File: src/design/cps_pkg.sv
// Constants, types and carriers for the CPU state, reset sequencer and interrupt entry core.
// Assumes a single 250 MHz CPU clock; no timescale in packages.
package cps_pkg;
  localparam int NSRC = 6;
  localparam int TLI_IDX = 5;
  // Wake-from-halt capable sources: IT0 and the top-level interrupt
  localparam logic [5:0] HALT_CAP = 6'h21;
  // Register port offsets
  localparam logic [2:0] A_SPR0 = 3'h0;
  localparam logic [2:0] A_SPR1 = 3'h1;
  localparam logic [2:0] A_EN = 3'h2;
  localparam logic [2:0] A_STAT = 3'h3;
  localparam logic [2:0] A_ACK = 3'h4;
  localparam logic [2:0] A_SYS = 3'h5;
  // Values after reset
  localparam logic [7:0] SPR_RST = 8'hFF;
  localparam logic [7:0] EN_RST = 8'h00;
  localparam logic [7:0] CC_RST = 8'hE8;
  localparam logic [7:0] REG8_RST = 8'h00;
  localparam logic [15:0] PC_RST = 16'h0000;
  // Condition code field positions
  localparam int CC_I1 = 5;
  localparam int CC_I0 = 3;
  localparam int CC_Z = 1;
  localparam int CC_C = 0;
  // Priority encodings {high bit, low bit}
  localparam logic [1:0] PRI_L0 = 2'h2;
  localparam logic [1:0] PRI_L1 = 2'h1;
  localparam logic [1:0] PRI_L2 = 2'h0;
  localparam logic [1:0] PRI_L3 = 2'h3;
  // Reset sequencer cycle counts
  localparam logic [12:0] ACT_EXT_CYC = 13'h0010;
  localparam logic [12:0] ACT_INT_CYC = 13'h0020;
  localparam logic [12:0] DLY_SHORT_CYC = 13'h0100;
  localparam logic [12:0] DLY_LONG_CYC = 13'h1000;
  localparam logic [15:0] VEC_HI_ADDR = 16'hFFFE;
  localparam logic [15:0] VEC_LO_ADDR = 16'hFFFF;
  // Reset source codes
  localparam logic [1:0] SRC_POR = 2'h0;
  localparam logic [1:0] SRC_EXT = 2'h1;
  localparam logic [1:0] SRC_LVD = 2'h2;
  localparam logic [1:0] SRC_WDG = 2'h3;

  typedef enum logic [4:0] {
    OP_NOP, OP_LD_A, OP_LD_X, OP_LD_Y, OP_ADD, OP_SUB, OP_AND, OP_OR, OP_SHL, OP_ROL, OP_BTJ,
    OP_SCF, OP_RCF, OP_BR_EQ, OP_BR_NE, OP_BR_C, OP_BR_NC, OP_RIM, OP_SIM, OP_RETURN_FROM_INTERRUPT_INSTRUCTION, OP_POP_CC,
    OP_HALT, OP_WFI, OP_LD_PCL, OP_LD_PCH
  } cps_op_t;

  typedef enum logic [3:0] {
    ST_RST_ACT, ST_RST_DLY, ST_VEC_HI, ST_VEC_LO, ST_VEC_END, ST_RUN, ST_WAIT, ST_HALT, ST_HALT_DLY
  } cps_state_t;

  typedef struct packed {
    logic vld;
    cps_op_t op;
    logic [7:0] data;
  } cps_cmd_t;

  typedef struct packed {
    logic [2:0] addr;
    logic [7:0] wdata;
    logic wr;
    logic rd;
  } cps_bus_t;
endpackage

File: src/design/cps_core.sv
// CPU core state, reset sequencer, interrupt latches, priority decision and low-power wake.
// Assumes commands, events and memory data come from logic on i_clk; pins are synchronised here.
//
// Summary of operation
// - 8-bit accumulator holds operands and results
// - Two 8-bit pointer registers, primary and secondary
// - Interrupt entry leaves secondary pointer untouched
// - 16-bit program counter in two bytes
// - Core registers reached only by dedicated commands
// - Bit 1 flags a zero result
// - Bit 0 flags carry, settable by commands
// - Bit test, shift, rotate update carry
// - Priority bits 5,3 encode four levels
// - Entry loads priority from software priority field
// - Priority bits written by listed commands
// - Three reset sources all act on pin
// - Reset pin held low through delay
// - Active phase, delay, then vector fetch
// - Delay 256 or 4096 cycles by option
// - Reset vector read from FFFE and FFFF
// - Oscillator stays running through reset
// - IT0..IT4 requests latch only when enabled; top-level always latches
// - Status read then associated access clears
// - Clearing discards a still pending request
// - Any request wakes wait; capable ones halt
// - First service after halt is capable source
// - Higher non-capable request follows right after
// - Hardware order main, IT4..IT0, top-level
// - Halt entry forces priority bits to 10
`timescale 1ns/100ps
module cps_core (
  input wire logic i_clk,
  input wire logic i_rst,
  input wire cps_pkg::cps_cmd_t i_cmd,
  input wire cps_pkg::cps_bus_t i_bus,
  input wire logic [4:0] i_irq_evt,
  input wire logic i_tli_pin,
  input wire logic i_rst_pin,
  input wire logic i_lvd_rst,
  input wire logic i_wdg_rst,
  input wire logic i_opt_long_dly,
  input wire logic [7:0] i_mem_data,
  output logic [7:0] o_rd_data,
  output logic [7:0] o_acc,
  output logic [7:0] o_x,
  output logic [7:0] o_y,
  output logic [15:0] o_pc,
  output logic [7:0] o_cc,
  output logic o_irq_take,
  output logic [2:0] o_irq_vec,
  output logic o_mem_rd,
  output logic [15:0] o_mem_addr,
  output logic o_rst_pin_o,
  output logic o_rst_pin_oe_n,
  output logic o_osc_en,
  output logic o_run
);
  import cps_pkg::*;

  ////////////////////////////////////////////////////////////////////////////////
  // Pin synchronisers; only the second stage is read by logic
  logic [3:0] sy1_q;
  logic [3:0] sy2_q;
  logic tli_prev_q;
  always_ff @(posedge i_clk or posedge i_rst) begin
    if (i_rst) begin
      sy1_q <= 4'hF;
      sy2_q <= 4'hF;
      tli_prev_q <= 1'b1;
    end else begin
      sy1_q <= {i_opt_long_dly, ~i_lvd_rst, i_rst_pin, i_tli_pin};
      sy2_q <= sy1_q;
      tli_prev_q <= sy2_q[0];
    end
  end
  wire logic tli_fall = tli_prev_q && !sy2_q[0];
  wire logic pin_low = !sy2_q[1];
  wire logic lvd_act = !sy2_q[2];

  ////////////////////////////////////////////////////////////////////////////////
  // Decoding shared by the decision and the checks
  // Priority encoding to a comparable level
  function automatic logic [1:0] lvl(input logic [1:0] e);
    case (e)
      PRI_L0: lvl = 2'h0;
      PRI_L1: lvl = 2'h1;
      PRI_L2: lvl = 2'h2;
      default: lvl = 2'h3;
    endcase
  endfunction

  function automatic logic [1:0] fld(input logic [15:0] s, input int i);
    if (i == TLI_IDX) begin
      fld = PRI_L3;
    end else begin
      fld = s[2*i +: 2];
    end
  endfunction

  ////////////////////////////////////////////////////////////////////////////////
  // State
  cps_state_t st_q, st_d;
  logic [12:0] cnt_q, cnt_d;
  logic [1:0] src_q, src_d;
  logic long_q, long_d;
  logic [7:0] acc_q, acc_d, x_q, x_d, y_q, y_d, cc_q, cc_d;
  logic [15:0] pc_q, pc_d;
  logic [7:0] spr0_q, spr0_d, spr1_q, spr1_d, en_q, en_d, rd_q, rd_d;
  logic [5:0] pend_q, pend_d, arm_q, arm_d, set_v, clr_v;
  logic [2:0] wake_q, wake_d, vec_q, vec_d;
  logic take_q, take_d, mrd_q, mrd_d, pdrv_q, pdrv_d, osc_q, osc_d;
  logic run_q, run_d;
  // Own drive history; the pin read-back lags our release by the synchroniser depth
  logic [1:0] pdrv_h_q;
  logic [15:0] maddr_q, maddr_d;

  // Decision outputs
  logic [5:0] cand;
  logic found, found_h;
  logic [2:0] best, best_h;
  logic [1:0] bl, bl_h, cur;
  logic [8:0] alu;
  int idx;

  always_comb begin
    cur = lvl({cc_q[CC_I1], cc_q[CC_I0]});
    found = 1'b0;
    found_h = 1'b0;
    best = 3'h0;
    best_h = 3'h0;
    bl = 2'h0;
    bl_h = 2'h0;
    idx = 0;
    // Walk from lowest to highest hardware priority so ties go to the higher one
    for (int k = 0; k < NSRC; k++) begin
      idx = (k < 5) ? 4 - k : TLI_IDX;
      cand[idx] = pend_q[idx] && (lvl(fld({spr1_q, spr0_q}, idx)) > cur);
      if (cand[idx] && (!found || lvl(fld({spr1_q, spr0_q}, idx)) >= bl)) begin
        found = 1'b1;
        best = idx[2:0];
        bl = lvl(fld({spr1_q, spr0_q}, idx));
      end
      if (cand[idx] && HALT_CAP[idx] && (!found_h || lvl(fld({spr1_q, spr0_q}, idx)) >= bl_h)) begin
        found_h = 1'b1;
        best_h = idx[2:0];
        bl_h = lvl(fld({spr1_q, spr0_q}, idx));
      end
    end
  end

  ////////////////////////////////////////////////////////////////////////////////
  // Next state
  always_comb begin
    st_d = st_q;
    cnt_d = cnt_q;
    src_d = src_q;
    long_d = long_q;
    acc_d = acc_q;
    x_d = x_q;
    y_d = y_q;
    cc_d = cc_q;
    pc_d = pc_q;
    spr0_d = spr0_q;
    spr1_d = spr1_q;
    en_d = en_q;
    rd_d = REG8_RST;
    arm_d = arm_q;
    wake_d = wake_q;
    vec_d = vec_q;
    take_d = 1'b0;
    mrd_d = 1'b0;
    maddr_d = maddr_q;
    pdrv_d = pdrv_q;
    osc_d = 1'b1;
    alu = 9'h000;
    clr_v = 6'h00;

    // Registers on the plain port; core registers have no address here
    if (i_bus.wr) begin
      if (i_bus.addr == A_SPR0) begin
        spr0_d = i_bus.wdata;
      end else if (i_bus.addr == A_SPR1) begin
        spr1_d = i_bus.wdata;
      end else if (i_bus.addr == A_EN) begin
        en_d = i_bus.wdata;
      end
    end
    if (i_bus.rd) begin
      if (i_bus.addr == A_SPR0) begin
        rd_d = spr0_q;
      end else if (i_bus.addr == A_SPR1) begin
        rd_d = spr1_q;
      end else if (i_bus.addr == A_EN) begin
        rd_d = en_q;
      end else if (i_bus.addr == A_STAT) begin
        rd_d = {2'h0, pend_q};
      end else if (i_bus.addr == A_SYS) begin
        rd_d = {long_q, src_q, 1'b0, st_q};
      end
    end
    // Status read arms; the very next access, if to the ack register, clears what was seen; any other access disarms
    if (i_bus.rd || i_bus.wr) begin
      if (i_bus.addr == A_ACK) begin
        clr_v = arm_q;
      end
      arm_d = (i_bus.rd && i_bus.addr == A_STAT) ? pend_q : 6'h00;
    end

    case (st_q)
      ST_RST_ACT: begin
        pdrv_d = 1'b1;
        long_d = sy2_q[3];
        cnt_d = cnt_q + 13'h0001;
        // A held low-voltage condition stretches the active phase
        if (lvd_act) begin
          cnt_d = 13'h0000;
        end else if (cnt_q >= ((src_q == SRC_EXT) ? ACT_EXT_CYC : ACT_INT_CYC) - 13'h0001) begin
          st_d = ST_RST_DLY;
          cnt_d = 13'h0000;
        end
      end
      ST_RST_DLY: begin
        pdrv_d = 1'b1;
        cnt_d = cnt_q + 13'h0001;
        if (cnt_q == (long_q ? DLY_LONG_CYC : DLY_SHORT_CYC) - 13'h0001) begin
          st_d = ST_VEC_HI;
          pdrv_d = 1'b0;
          mrd_d = 1'b1;
          maddr_d = VEC_HI_ADDR;
        end
      end
      ST_VEC_HI: begin
        st_d = ST_VEC_LO;
        mrd_d = 1'b1;
        maddr_d = VEC_LO_ADDR;
      end
      ST_VEC_LO: begin
        st_d = ST_VEC_END;
        pc_d[15:8] = i_mem_data;
      end
      ST_VEC_END: begin
        st_d = ST_RUN;
        pc_d[7:0] = i_mem_data;
      end
      ST_RUN: begin
        if (i_cmd.vld) begin
          pc_d = pc_q + 16'h0001;
          case (i_cmd.op)
            OP_LD_A: acc_d = i_cmd.data;
            OP_LD_X: x_d = i_cmd.data;
            OP_LD_Y: y_d = i_cmd.data;
            OP_ADD: alu = {1'b0, acc_q} + {1'b0, i_cmd.data};
            OP_SUB: alu = {1'b0, acc_q} - {1'b0, i_cmd.data};
            OP_AND: alu = {cc_q[CC_C], acc_q & i_cmd.data};
            OP_OR: alu = {cc_q[CC_C], acc_q | i_cmd.data};
            OP_SHL: alu = {acc_q, 1'b0};
            OP_ROL: alu = {acc_q, cc_q[CC_C]};
            OP_BTJ: cc_d[CC_C] = acc_q[i_cmd.data[2:0]];
            OP_SCF: cc_d[CC_C] = 1'b1;
            OP_RCF: cc_d[CC_C] = 1'b0;
            OP_BR_EQ, OP_BR_NE, OP_BR_C, OP_BR_NC: begin
              if ((i_cmd.op == OP_BR_EQ && cc_q[CC_Z]) || (i_cmd.op == OP_BR_NE && !cc_q[CC_Z]) ||
                  (i_cmd.op == OP_BR_C && cc_q[CC_C]) || (i_cmd.op == OP_BR_NC && !cc_q[CC_C])) begin
                pc_d = pc_q + 16'h0001 + {{8{i_cmd.data[7]}}, i_cmd.data};
              end
            end
            OP_RIM: {cc_d[CC_I1], cc_d[CC_I0]} = PRI_L0;
            OP_SIM: {cc_d[CC_I1], cc_d[CC_I0]} = PRI_L3;
            OP_RETURN_FROM_INTERRUPT_INSTRUCTION, OP_POP_CC: cc_d = i_cmd.data;
            OP_LD_PCL: pc_d[7:0] = i_cmd.data;
            OP_LD_PCH: pc_d[15:8] = i_cmd.data;
            OP_HALT: begin
              {cc_d[CC_I1], cc_d[CC_I0]} = PRI_L0;
              st_d = ST_HALT;
              osc_d = 1'b0;
            end
            OP_WFI: begin
              {cc_d[CC_I1], cc_d[CC_I0]} = PRI_L0;
              st_d = ST_WAIT;
            end
            default: pc_d = pc_q + 16'h0001;
          endcase
          if (i_cmd.op inside {OP_ADD, OP_SUB, OP_AND, OP_OR, OP_SHL, OP_ROL}) begin
            acc_d = alu[7:0];
            cc_d[CC_Z] = (alu[7:0] == 8'h00);
            cc_d[CC_C] = alu[8];
          end
        end else if (found) begin
          // Entry only between commands; the secondary pointer is never touched
          take_d = 1'b1;
          vec_d = best;
          {cc_d[CC_I1], cc_d[CC_I0]} = fld({spr1_q, spr0_q}, int'(best));
        end
      end
      ST_WAIT: begin
        if (found) begin
          st_d = ST_RUN;
        end
      end
      ST_HALT: begin
        osc_d = 1'b0;
        if (found_h) begin
          // Oscillator restarts and waits out the stabilisation delay
          st_d = ST_HALT_DLY;
          wake_d = best_h;
          cnt_d = 13'h0000;
        end
      end
      ST_HALT_DLY: begin
        cnt_d = cnt_q + 13'h0001;
        if (cnt_q == (long_q ? DLY_LONG_CYC : DLY_SHORT_CYC) - 13'h0001) begin
          // Waking source is served first; the normal decision then picks any other
          st_d = ST_RUN;
          take_d = 1'b1;
          vec_d = wake_q;
          {cc_d[CC_I1], cc_d[CC_I0]} = fld({spr1_q, spr0_q}, int'(wake_q));
        end
      end
      default: st_d = ST_RST_ACT;
    endcase

    // All three sources restart the sequence and drive the pin
    if (lvd_act || i_wdg_rst || (pin_low && !pdrv_q && pdrv_h_q == 2'h0)) begin
      st_d = ST_RST_ACT;
      cnt_d = 13'h0000;
      src_d = lvd_act ? SRC_LVD : (i_wdg_rst ? SRC_WDG : SRC_EXT);
      pdrv_d = 1'b1;
      take_d = 1'b0;
      osc_d = 1'b1;
    end
    run_d = (st_d == ST_RUN);
  end

  // New requests win over a clear in the same cycle
  always_comb begin
    set_v = {tli_fall, i_irq_evt} & {1'b1, en_q[4:0]};
    pend_d = (pend_q & ~clr_v) | set_v;
  end

  always_ff @(posedge i_clk or posedge i_rst) begin
    if (i_rst) begin
      st_q <= ST_RST_ACT;
      cnt_q <= 13'h0000;
      src_q <= SRC_POR;
      long_q <= 1'b0;
      acc_q <= REG8_RST;
      x_q <= REG8_RST;
      y_q <= REG8_RST;
      cc_q <= CC_RST;
      pc_q <= PC_RST;
      spr0_q <= SPR_RST;
      spr1_q <= SPR_RST;
      en_q <= EN_RST;
      rd_q <= REG8_RST;
      pend_q <= 6'h00;
      arm_q <= 6'h00;
      wake_q <= 3'h0;
      vec_q <= 3'h0;
      take_q <= 1'b0;
      mrd_q <= 1'b0;
      maddr_q <= PC_RST;
      pdrv_q <= 1'b1;
      pdrv_h_q <= 2'h3;
      osc_q <= 1'b1;
      run_q <= 1'b0;
    end else begin
      st_q <= st_d;
      cnt_q <= cnt_d;
      src_q <= src_d;
      long_q <= long_d;
      acc_q <= acc_d;
      x_q <= x_d;
      y_q <= y_d;
      cc_q <= cc_d;
      pc_q <= pc_d;
      spr0_q <= spr0_d;
      spr1_q <= spr1_d;
      en_q <= en_d;
      rd_q <= rd_d;
      pend_q <= pend_d;
      arm_q <= arm_d;
      wake_q <= wake_d;
      vec_q <= vec_d;
      take_q <= take_d;
      mrd_q <= mrd_d;
      maddr_q <= maddr_d;
      pdrv_q <= pdrv_d;
      pdrv_h_q <= {pdrv_h_q[0], pdrv_q};
      osc_q <= osc_d;
      run_q <= run_d;
    end
  end

  assign o_rd_data = rd_q;
  assign o_acc = acc_q;
  assign o_x = x_q;
  assign o_y = y_q;
  assign o_pc = pc_q;
  assign o_cc = cc_q;
  assign o_irq_take = take_q;
  assign o_irq_vec = vec_q;
  assign o_mem_rd = mrd_q;
  assign o_mem_addr = maddr_q;
  assign o_rst_pin_o = 1'b0;
  assign o_rst_pin_oe_n = !pdrv_q;
  assign o_osc_en = osc_q;
  assign o_run = run_q;

  ////////////////////////////////////////////////////////////////////////////////
  // Checks
  a_pin_low_dly: assert property (@(posedge i_clk) disable iff (i_rst)
    st_q == ST_RST_DLY |-> !o_rst_pin_oe_n) else $error("reset pin released during delay");
  a_short_dly_len: assert property (@(posedge i_clk) disable iff (i_rst)
    (st_q == ST_RST_DLY && $past(st_q) != ST_RST_DLY && !long_q) |->
    ##256 (st_q == ST_VEC_HI || st_q == ST_RST_ACT)) else $error("short delay length wrong");
  a_vec_fetch: assert property (@(posedge i_clk) disable iff (i_rst)
    st_q == ST_VEC_HI |-> o_mem_rd && o_mem_addr == VEC_HI_ADDR ##1 o_mem_addr == VEC_LO_ADDR)
    else $error("vector fetch address wrong");
  a_y_untouched: assert property (@(posedge i_clk) disable iff (i_rst)
    o_irq_take |-> o_y == $past(o_y)) else $error("secondary pointer changed on entry");
  a_zero_flag: assert property (@(posedge i_clk) disable iff (i_rst)
    ($past(st_q == ST_RUN && i_cmd.vld && i_cmd.op == OP_ADD)) |-> o_cc[CC_Z] == (o_acc == 8'h00))
    else $error("zero flag wrong after add");
  a_carry_set: assert property (@(posedge i_clk) disable iff (i_rst)
    (st_q == ST_RUN && i_cmd.vld && i_cmd.op == OP_SCF && !lvd_act && !i_wdg_rst) |=> o_cc[CC_C])
    else $error("carry not set");
  a_halt_pri: assert property (@(posedge i_clk) disable iff (i_rst)
    st_q == ST_HALT |-> {o_cc[CC_I1], o_cc[CC_I0]} == PRI_L0) else $error("halt priority not 10");
  a_halt_wake: assert property (@(posedge i_clk) disable iff (i_rst)
    (o_irq_take && $past(st_q) == ST_HALT_DLY) |-> HALT_CAP[o_irq_vec])
    else $error("first service after halt not capable");
  a_entry_pri: assert property (@(posedge i_clk) disable iff (i_rst)
    o_irq_take |-> {o_cc[CC_I1], o_cc[CC_I0]} == fld({spr1_q, spr0_q}, int'(o_irq_vec)))
    else $error("entry priority not loaded");
  a_clear_drops: assert property (@(posedge i_clk) disable iff (i_rst)
    (clr_v != 6'h00) |=> ((pend_q & $past(clr_v & ~set_v)) == 6'h00)) else $error("clear left request");
endmodule // cps_core

File: config.mk
export PLATFORM = sky130hd
export DESIGN_NAME = cps_core
export DESIGN_NICKNAME = d
export VERILOG_FILES = /design/src/design/cps_pkg.sv /design/src/design/cps_core.sv
export SDC_FILE = /design/constraint.sdc
export NUM_CORES = 1
export LEC_CHECK = 0
export BUFFER_PORTS_ARGS = -buffer_cell sky130_fd_sc_hd__buf_4
export CORE_MARGIN = 5
export CORE_UTILIZATION = 59
export CTS_BUF_LIST = sky130_fd_sc_hd__clkbuf_16
export DETAILED_ROUTE_END_ITERATION = 16
export GPL_ROUTABILITY_DRIVEN = 0
export PLACE_DENSITY = 0.93
export SYNTH_ARGS = -nofsm -noshare
export SYNTH_HDL_FRONTEND = slang
export SYNTH_SLANG_ARGS = --single-unit
export TNS_END_PERCENT = 1
File: constraint.sdc
create_clock -name i_clk -period 6.9 [get_ports i_clk]
set_input_delay 0.69 -clock i_clk [delete_from_list [all_inputs] [get_ports i_clk]]
set_output_delay 0.69 -clock i_clk [all_outputs]
set_load 0.005 [all_outputs]
Word level (Yosys, flattened, before mapping)
Cells that the tools add are included.

Input port bits: 47. Output and inout bits: 81. Bits in registers: 150. Word-level logic and storage cells: 347.

Reduce and logical (&&, ||, !) cells: 92. Magnitude comparators: 14. Bitwise operators: 9. Shift operators: 2. Mux-type cells: 114. $add $sub $neg: 7. Eq/ne operators: 77.

Operators with widths (count): case mux 2 bit (3 select lines) (12); two-way mux 13 bit (5); two-way mux 8 bit (8); case mux 8 bit (2 select lines) (4); case mux 9 bit (6 select lines) (1); two-way mux 16 bit (3); equality test 5 bit, second input constant (9); equality test 5 x 4 -> 1 bit, second input constant (8); case mux 13 bit (3 select lines) (1); case mux 4 bit (9 select lines) (1); two-way mux 2 bit (17); two-way mux 4 bit (8); case mux 16 bit (2 select lines) (1); variable part select 16 x 5 -> 2 bit (2); two-way mux 3 bit (10); equality test 2 x 1 -> 1 bit, second input constant (13); logical NOT 2 bit (13); two-way mux 1 bit (25); equality test 2 bit, second input constant (12); two-way mux 6 bit (4); equality test 4 x 3 -> 1 bit, second input constant (5); equality test 5 x 3 -> 1 bit, second input constant (4); logical AND 1 bit (20); two-way mux 9 bit (2); 56 further kinds (127).

Depth between registers and ports, before layout
Word-level depth: 45. Gate-level depth with buffers: 34. Gate-level depth less buffers: 34.

Worst setup path after synthesis
Ideal clock, no wire load.

Path kind: flip-flop to flip-flop. Start: reg cc_q[5] (netlist: o_cc[5]). End: reg cc_q[3] (netlist: o_cc[3]). Path slack: 0.579 ns. Setup time: 0.082 ns. Data required time: 6.818 ns. Path buffers: 0. Period minus slack after synthesis: 6.321 ns. Arrival: 6.239 ns. Stages on the path, launching flop included: 35. Cell sequence: dfstp_2 -> inv_1 -> ha_1 -> inv_1 -> ha_1 -> nor2b_1 -> o211ai_1 -> nor2_1 -> ha_1 -> nand2b_1 -> a21oi_1 -> a21o_1 -> o22a_1 -> inv_1 -> ha_1 -> nand2b_1 -> a21o_1 -> a21oi_1 -> nor2_1 -> mux2i_1 -> ha_1 -> nand2b_1 -> a21oi_1 -> o31a_1 -> o21ai_0 -> o31ai_1 -> ha_1 -> nand2b_1 -> a21o_1 -> a41oi_1 -> o221ai_2 -> or2_2 -> a211oi_1 -> o21a_1 -> o21ai_1.

Longest elaborated chain between the ends: 30. Elaborated cells between the ends (all ways): 61. Classes of those cells: order compare (11); eq/ne (4); shift (1); mux (22); reduce/logical (23).

Ends and longest elaborated chain: start, declared (RTL line cps_core.sv:106) `logic [7:0] acc_q, acc_d, x_q, x_d, y_q, y_d, cc_q, cc_d;`; start signal, assigned (RTL line cps_core.sv:349) `cc_q <= CC_RST;`; start signal, assigned (RTL line cps_core.sv:374) `cc_q <= cc_d;`; equality test 2 x 1 -> 1 bit (tied with other cells) (RTL line cps_core.sv:84) `case (e)`; case mux 2 bit (3 select lines) (*) (RTL line cps_core.sv:84); greater-than comparator 2 bit (RTL line cps_core.sv:137) `cand[idx] = pend_q[idx] && (lvl(fld({spr1_q, spr0_q}, idx)) > cur);`; logical AND 1 bit (RTL line cps_core.sv:137); two-way mux 2 bit or two-way mux 1 bit (tied branches) (RTL line cps_core.sv:138) `if (cand[idx] && (!found || lvl(fld({spr1_q, spr0_q}, idx)) >= bl)) begin`; >= comparator 2 bit or logical NOT 1 bit (tied branches) (RTL line cps_core.sv:138); logical OR 1 bit (RTL line cps_core.sv:138); logical AND 1 bit (RTL line cps_core.sv:138); (+14 left out); logical OR 1 bit (RTL line cps_core.sv:138); logical AND 1 bit (RTL line cps_core.sv:138); two-way mux 3 bit (RTL line cps_core.sv:138); variable part select 16 x 5 -> 2 bit or equality test 3 bit (tied branches) (RTL line cps_core.sv:96, cps_core.sv:93); two-way mux 2 bit (RTL line cps_core.sv:93) `if (i == TLI_IDX) begin`; two-way mux 1 bit (RTL line cps_core.sv:288) `end else if (found) begin`; two-way mux 1 bit (RTL line cps_core.sv:246) `if (i_cmd.vld) begin`; case mux 1 bit (2 select lines) (RTL line cps_core.sv:209) `case (st_q)`.

Mark *: on every way between the ends. The rest lies on a longest branch, timed or not. The select of a mux whose other input is x is not followed. A chain may end at the register's enable or synchronous reset.

Worst setup path in the final report
Start: reg spr1_q[1]. End: reg cc_q[5] (netlist: o_cc[5]).

Longest elaborated chain between the ends: 30. Elaborated cells between the ends (all ways): 59. Classes of those cells: order compare (6); eq/ne (6); shift (2); mux (26); reduce/logical (19).

Ends and longest elaborated chain: start, declared (RTL line cps_core.sv:108) `logic [7:0] spr0_q, spr0_d, spr1_q, spr1_d, en_q, en_d, rd_q, rd_d;`; start signal, assigned (RTL line cps_core.sv:377) `spr1_q <= spr1_d;`; equality test 2 x 1 -> 1 bit (tied with other cells) (RTL line cps_core.sv:84); case mux 2 bit (3 select lines) (RTL line cps_core.sv:84); greater-than comparator 2 bit (RTL line cps_core.sv:137); logical AND 1 bit (RTL line cps_core.sv:137); two-way mux 2 bit or two-way mux 1 bit (tied branches) (RTL line cps_core.sv:138); >= comparator 2 bit or logical NOT 1 bit (tied branches) (RTL line cps_core.sv:138); logical OR 1 bit (RTL line cps_core.sv:138); logical AND 1 bit (RTL line cps_core.sv:138); (+14 left out); logical OR 1 bit (RTL line cps_core.sv:138); logical AND 1 bit (RTL line cps_core.sv:138); two-way mux 3 bit (RTL line cps_core.sv:138); variable part select 16 x 5 -> 2 bit or equality test 3 bit (tied branches) (RTL line cps_core.sv:96, cps_core.sv:93); two-way mux 2 bit (RTL line cps_core.sv:93); two-way mux 1 bit (RTL line cps_core.sv:288); two-way mux 1 bit (RTL line cps_core.sv:246); case mux 1 bit (2 select lines) (RTL line cps_core.sv:209).

Parallel ways exist; a longest one is shown, timed or not. The select of a mux whose other input is x is not followed.

==> flow_summary.yaml <==
logic_synthesis:
  synth_warnings: 0
  synth-main-ff-cell: "dfrtp_1"
  synth_edf_count: 0
  async_flop_share: 1.000
  synthCells: 1064
  ys_types: 87
  synth_area_um2: 9572
  ys_ff_latch: 134
  ys_seq_area_frac: 0.3546
  synth_area_per_cell_um2: 8.996
  synth_nets: 1172
clock_network:
  cts_buffers: 17
  cts_tree: "built"
  cts_buffer_depth: 2
  insertion_delay_ns: 0.43
  root_buffer: "clkbuf_16"
  cts.sinks: 134
  clk_pin_slew_ns: 0.06
  cts_max_level: 4
pwr:
  p_sw_uw: 911.2
  finalPower_uw: 2674
  leakage_uw: 0.005094
  p_per_area_nw_per_um2: 237.1
  p_int_uw: 1763
  power.share.switching: 0.3408
  seqPwrFrac: 0.333
  combinationalPowerShare: 0.328
  ir_drop_v: 0.0001969
  p_clk_frac: 0.339
setup_path:
  critPathLaunchType: "register"
  critPathCaptureType: "register"
  max_stage_delay_ns: 0.58
  crit_top_cell: "ha_1"
  path_class: "reg2reg"
  reg2reg_slack_ns: 0.002
  arrival_ns: 7.28
  cpMaxStageDelayCell: "dfstp_2"
  crit_required_ns: 7.28
  crit_fanout: 5
final_layout:
  multi_input_area_um2: 5796
  antenna_cells: 0
  register_area_um2: 3395
  drive_above_1_share: 0.2513
  utilization: 0.7098
  n_fill_cell: 1199
  final_common_cell: "buf_4"
  nNetsFinal: 1269
  mostFrequentLayoutCells: "142 x buf_4, 112 x nand2_1, 101 x dfrtp_1, 83 x nor2_1, 64 x a21oi_1"
  area_delta_synth_final_pct: 17.80
global_routing:
  grt_usage: 0.2949
  antenna_found_initial: 0
  grt_pass1_wl_mm: 43.96
  overflow: 0
  grt_max_degree: 70
  grt_pass1_vias: 8822
job:
  drv_cap: 0
route:
  wl_per_cell_um: 20.23
  via_count: 9041
  wl_mm: 28.12
  first_pass_iters: 6
  drt-initial-drc-count: 1168
  route.detailed.drc: 0
  drtAntennaViolNets: 0
  vias_per_cell: 6.504
die:
  rows: 46
  fp.coreArea_um2: 15890
  die_w_um: 137.4
  start_util: 0.6026
  ios: 128
  dieArea_um2: 18870
  die_h_um: 137.4
outcome:
  status: "finished, final reports clean"
placed_design:
  port-buffer-count: 126
  dpl.hpwl_mm: 19.33
  place_ws_ns: -0.1880
sta:
  drv_slew: 0
  fin_ws_ns: 0.002103
  skew_ns: 0.01283
  slew_headroom: 0.1962
  clock.fmax_ghz: 0.1450
  period_share: 0.9997
  finalHoldViolCount: 0
  setup_viol: 0
  tightest_slew_ns: 1.189
  fin_crit_ns: 6.898
worst_hold_path:
  min_path_type: "in2async"
==> layout make-up <==
class,instances,share of cell area
clock buffer,17,0.03773
sequential,134,0.3010
inverter,44,0.01509
multi-input combinational,822,0.5140
timing repair buffer,142,0.09454
tap,216,0.02397
clock inverter,15,0.01365
==> power by group through the flow <==
stage	combinational [µW]	clock, µW	sequential [µW]
3_5_place_dp	668	0	900
4_1_cts	705	910	888
3_3_place_gp	632	0	896
5_1_grt	947	942	895
6_report	877	906	891
2_1_floorplan	504	0	882
==> final timing paths <==
check | depth (start not counted) | end | startpoint
setup / recovery | 33 | o_cc[5] | spr1_q[1]
max in group asynchronous | 3 | cnt_q[6] | i_rst
setup reg to reg | 33 | o_cc[5] | spr1_q[1]
min in group i_clk | 0 | sy2_q[2] | sy1_q[2]
hold reg to reg | 0 | sy2_q[2] | sy1_q[2]
hold / removal | 2 | o_y[4] | i_rst
==> flip-flops by register name (all words and copies together) (netlist names), 4 cells and up <==
name	cells
o_rd_data	8
st_q	4
o_pc	16
pend_q	6
spr0_q	8
cnt_q	13
sy2_q	4
en_q	8
o_y	8
o_acc	8
arm_q	6
sy1_q	4
o_x	8
spr1_q	8
o_cc	8
==> synthesized netlist by cell type (all sizes together), types with 12 or more instances <==
cell | number | area [µm²]
nand2 | 113 | 424.2
o31ai | 20 | 150.1
inv | 44 | 165.2
nor2b | 15 | 93.84
a21o | 12 | 90.09
o21ai | 71 | 359.1
nor2 | 89 | 336.6
dfstp | 33 | 867.1
a21oi | 67 | 335.3
xnor2 | 27 | 236.5
o21a | 12 | 90.09
clkbuf | 28 | 105.1
a31oi | 14 | 87.58
nand3 | 30 | 155.1
nor3 | 31 | 186.4
nand2b | 32 | 207.7
a22o | 15 | 131.4
dfrtp | 101 | 2527
ha | 59 | 738.2
buf | 36 | 224.0
o211ai | 14 | 120.1
mux2 | 34 | 394.1
==> worst max-delay path, delay by kind of cell (launching register included) <==
| family | cells | cell delay [ns] |
|---|---|---|
| DFF | 1 | 0.58 |
| muxes | 1 | 0.22 |
| adders and majority gates | 6 | 1.64 |
| buffers and inverters | 3 | 0.31 |
| AOI/OAI and AO/OA | 14 | 2.94 |
| and+or+nand+nor | 9 | 1.11 |
==> through the flow <==
step	cells	hold WS [ns]	area, µm²	TNS [ns]
6_report	1390	0.3360	11280	0
5_1_grt	1390	0.3546	11280	-0.4689
4_1_cts	1379	0.3567	11110	0
3_5_place_dp	1346	0.3468	10490	-0.3407
3_3_place_gp	1346	0.3460	10490	0
2_1_floorplan	1064	0.3452	9572	0
==> metal layers <==
layer / track usage / wire length [µm]
met2: 0.4809 / 13280
met4: 0.1469 / 1397
met1: 0.3633 / 10580
met5: 0 / 0
met3: 0.07597 / 2872
==> cell families (layout without fill, tap and decap cells) <==
| logic type | count (synthesis) | in the layout | synth area share |
|---|---|---|---|
| AND/OR/NAND/NOR | 375 | 375 | 0.1974 |
| XOR/XNOR | 34 | 34 | 0.03111 |
| flip-flops | 134 | 134 | 0.3546 |
| multiplexers | 49 | 49 | 0.06732 |
| adder cells (fa/ha/maj) | 61 | 61 | 0.08131 |
| AO/OA/AOI/OAI | 302 | 302 | 0.2162 |
| other | 1 | 1 | 0.0003918 |
| buffers and inverters | 108 | 218 | 0.05163 |
==> timing repair <==
| item | in CTS | in global routing |
|---|---|---|
| setup endpoints to repair | 2 | 5 |
| buffers inserted | 1 | 11 |
| pin swaps | 1 | 15 |
| gates resized for setup | 5 | 18 |
| hold buffers | 0 | 0 |
Power figures use the tool's default switching activity.
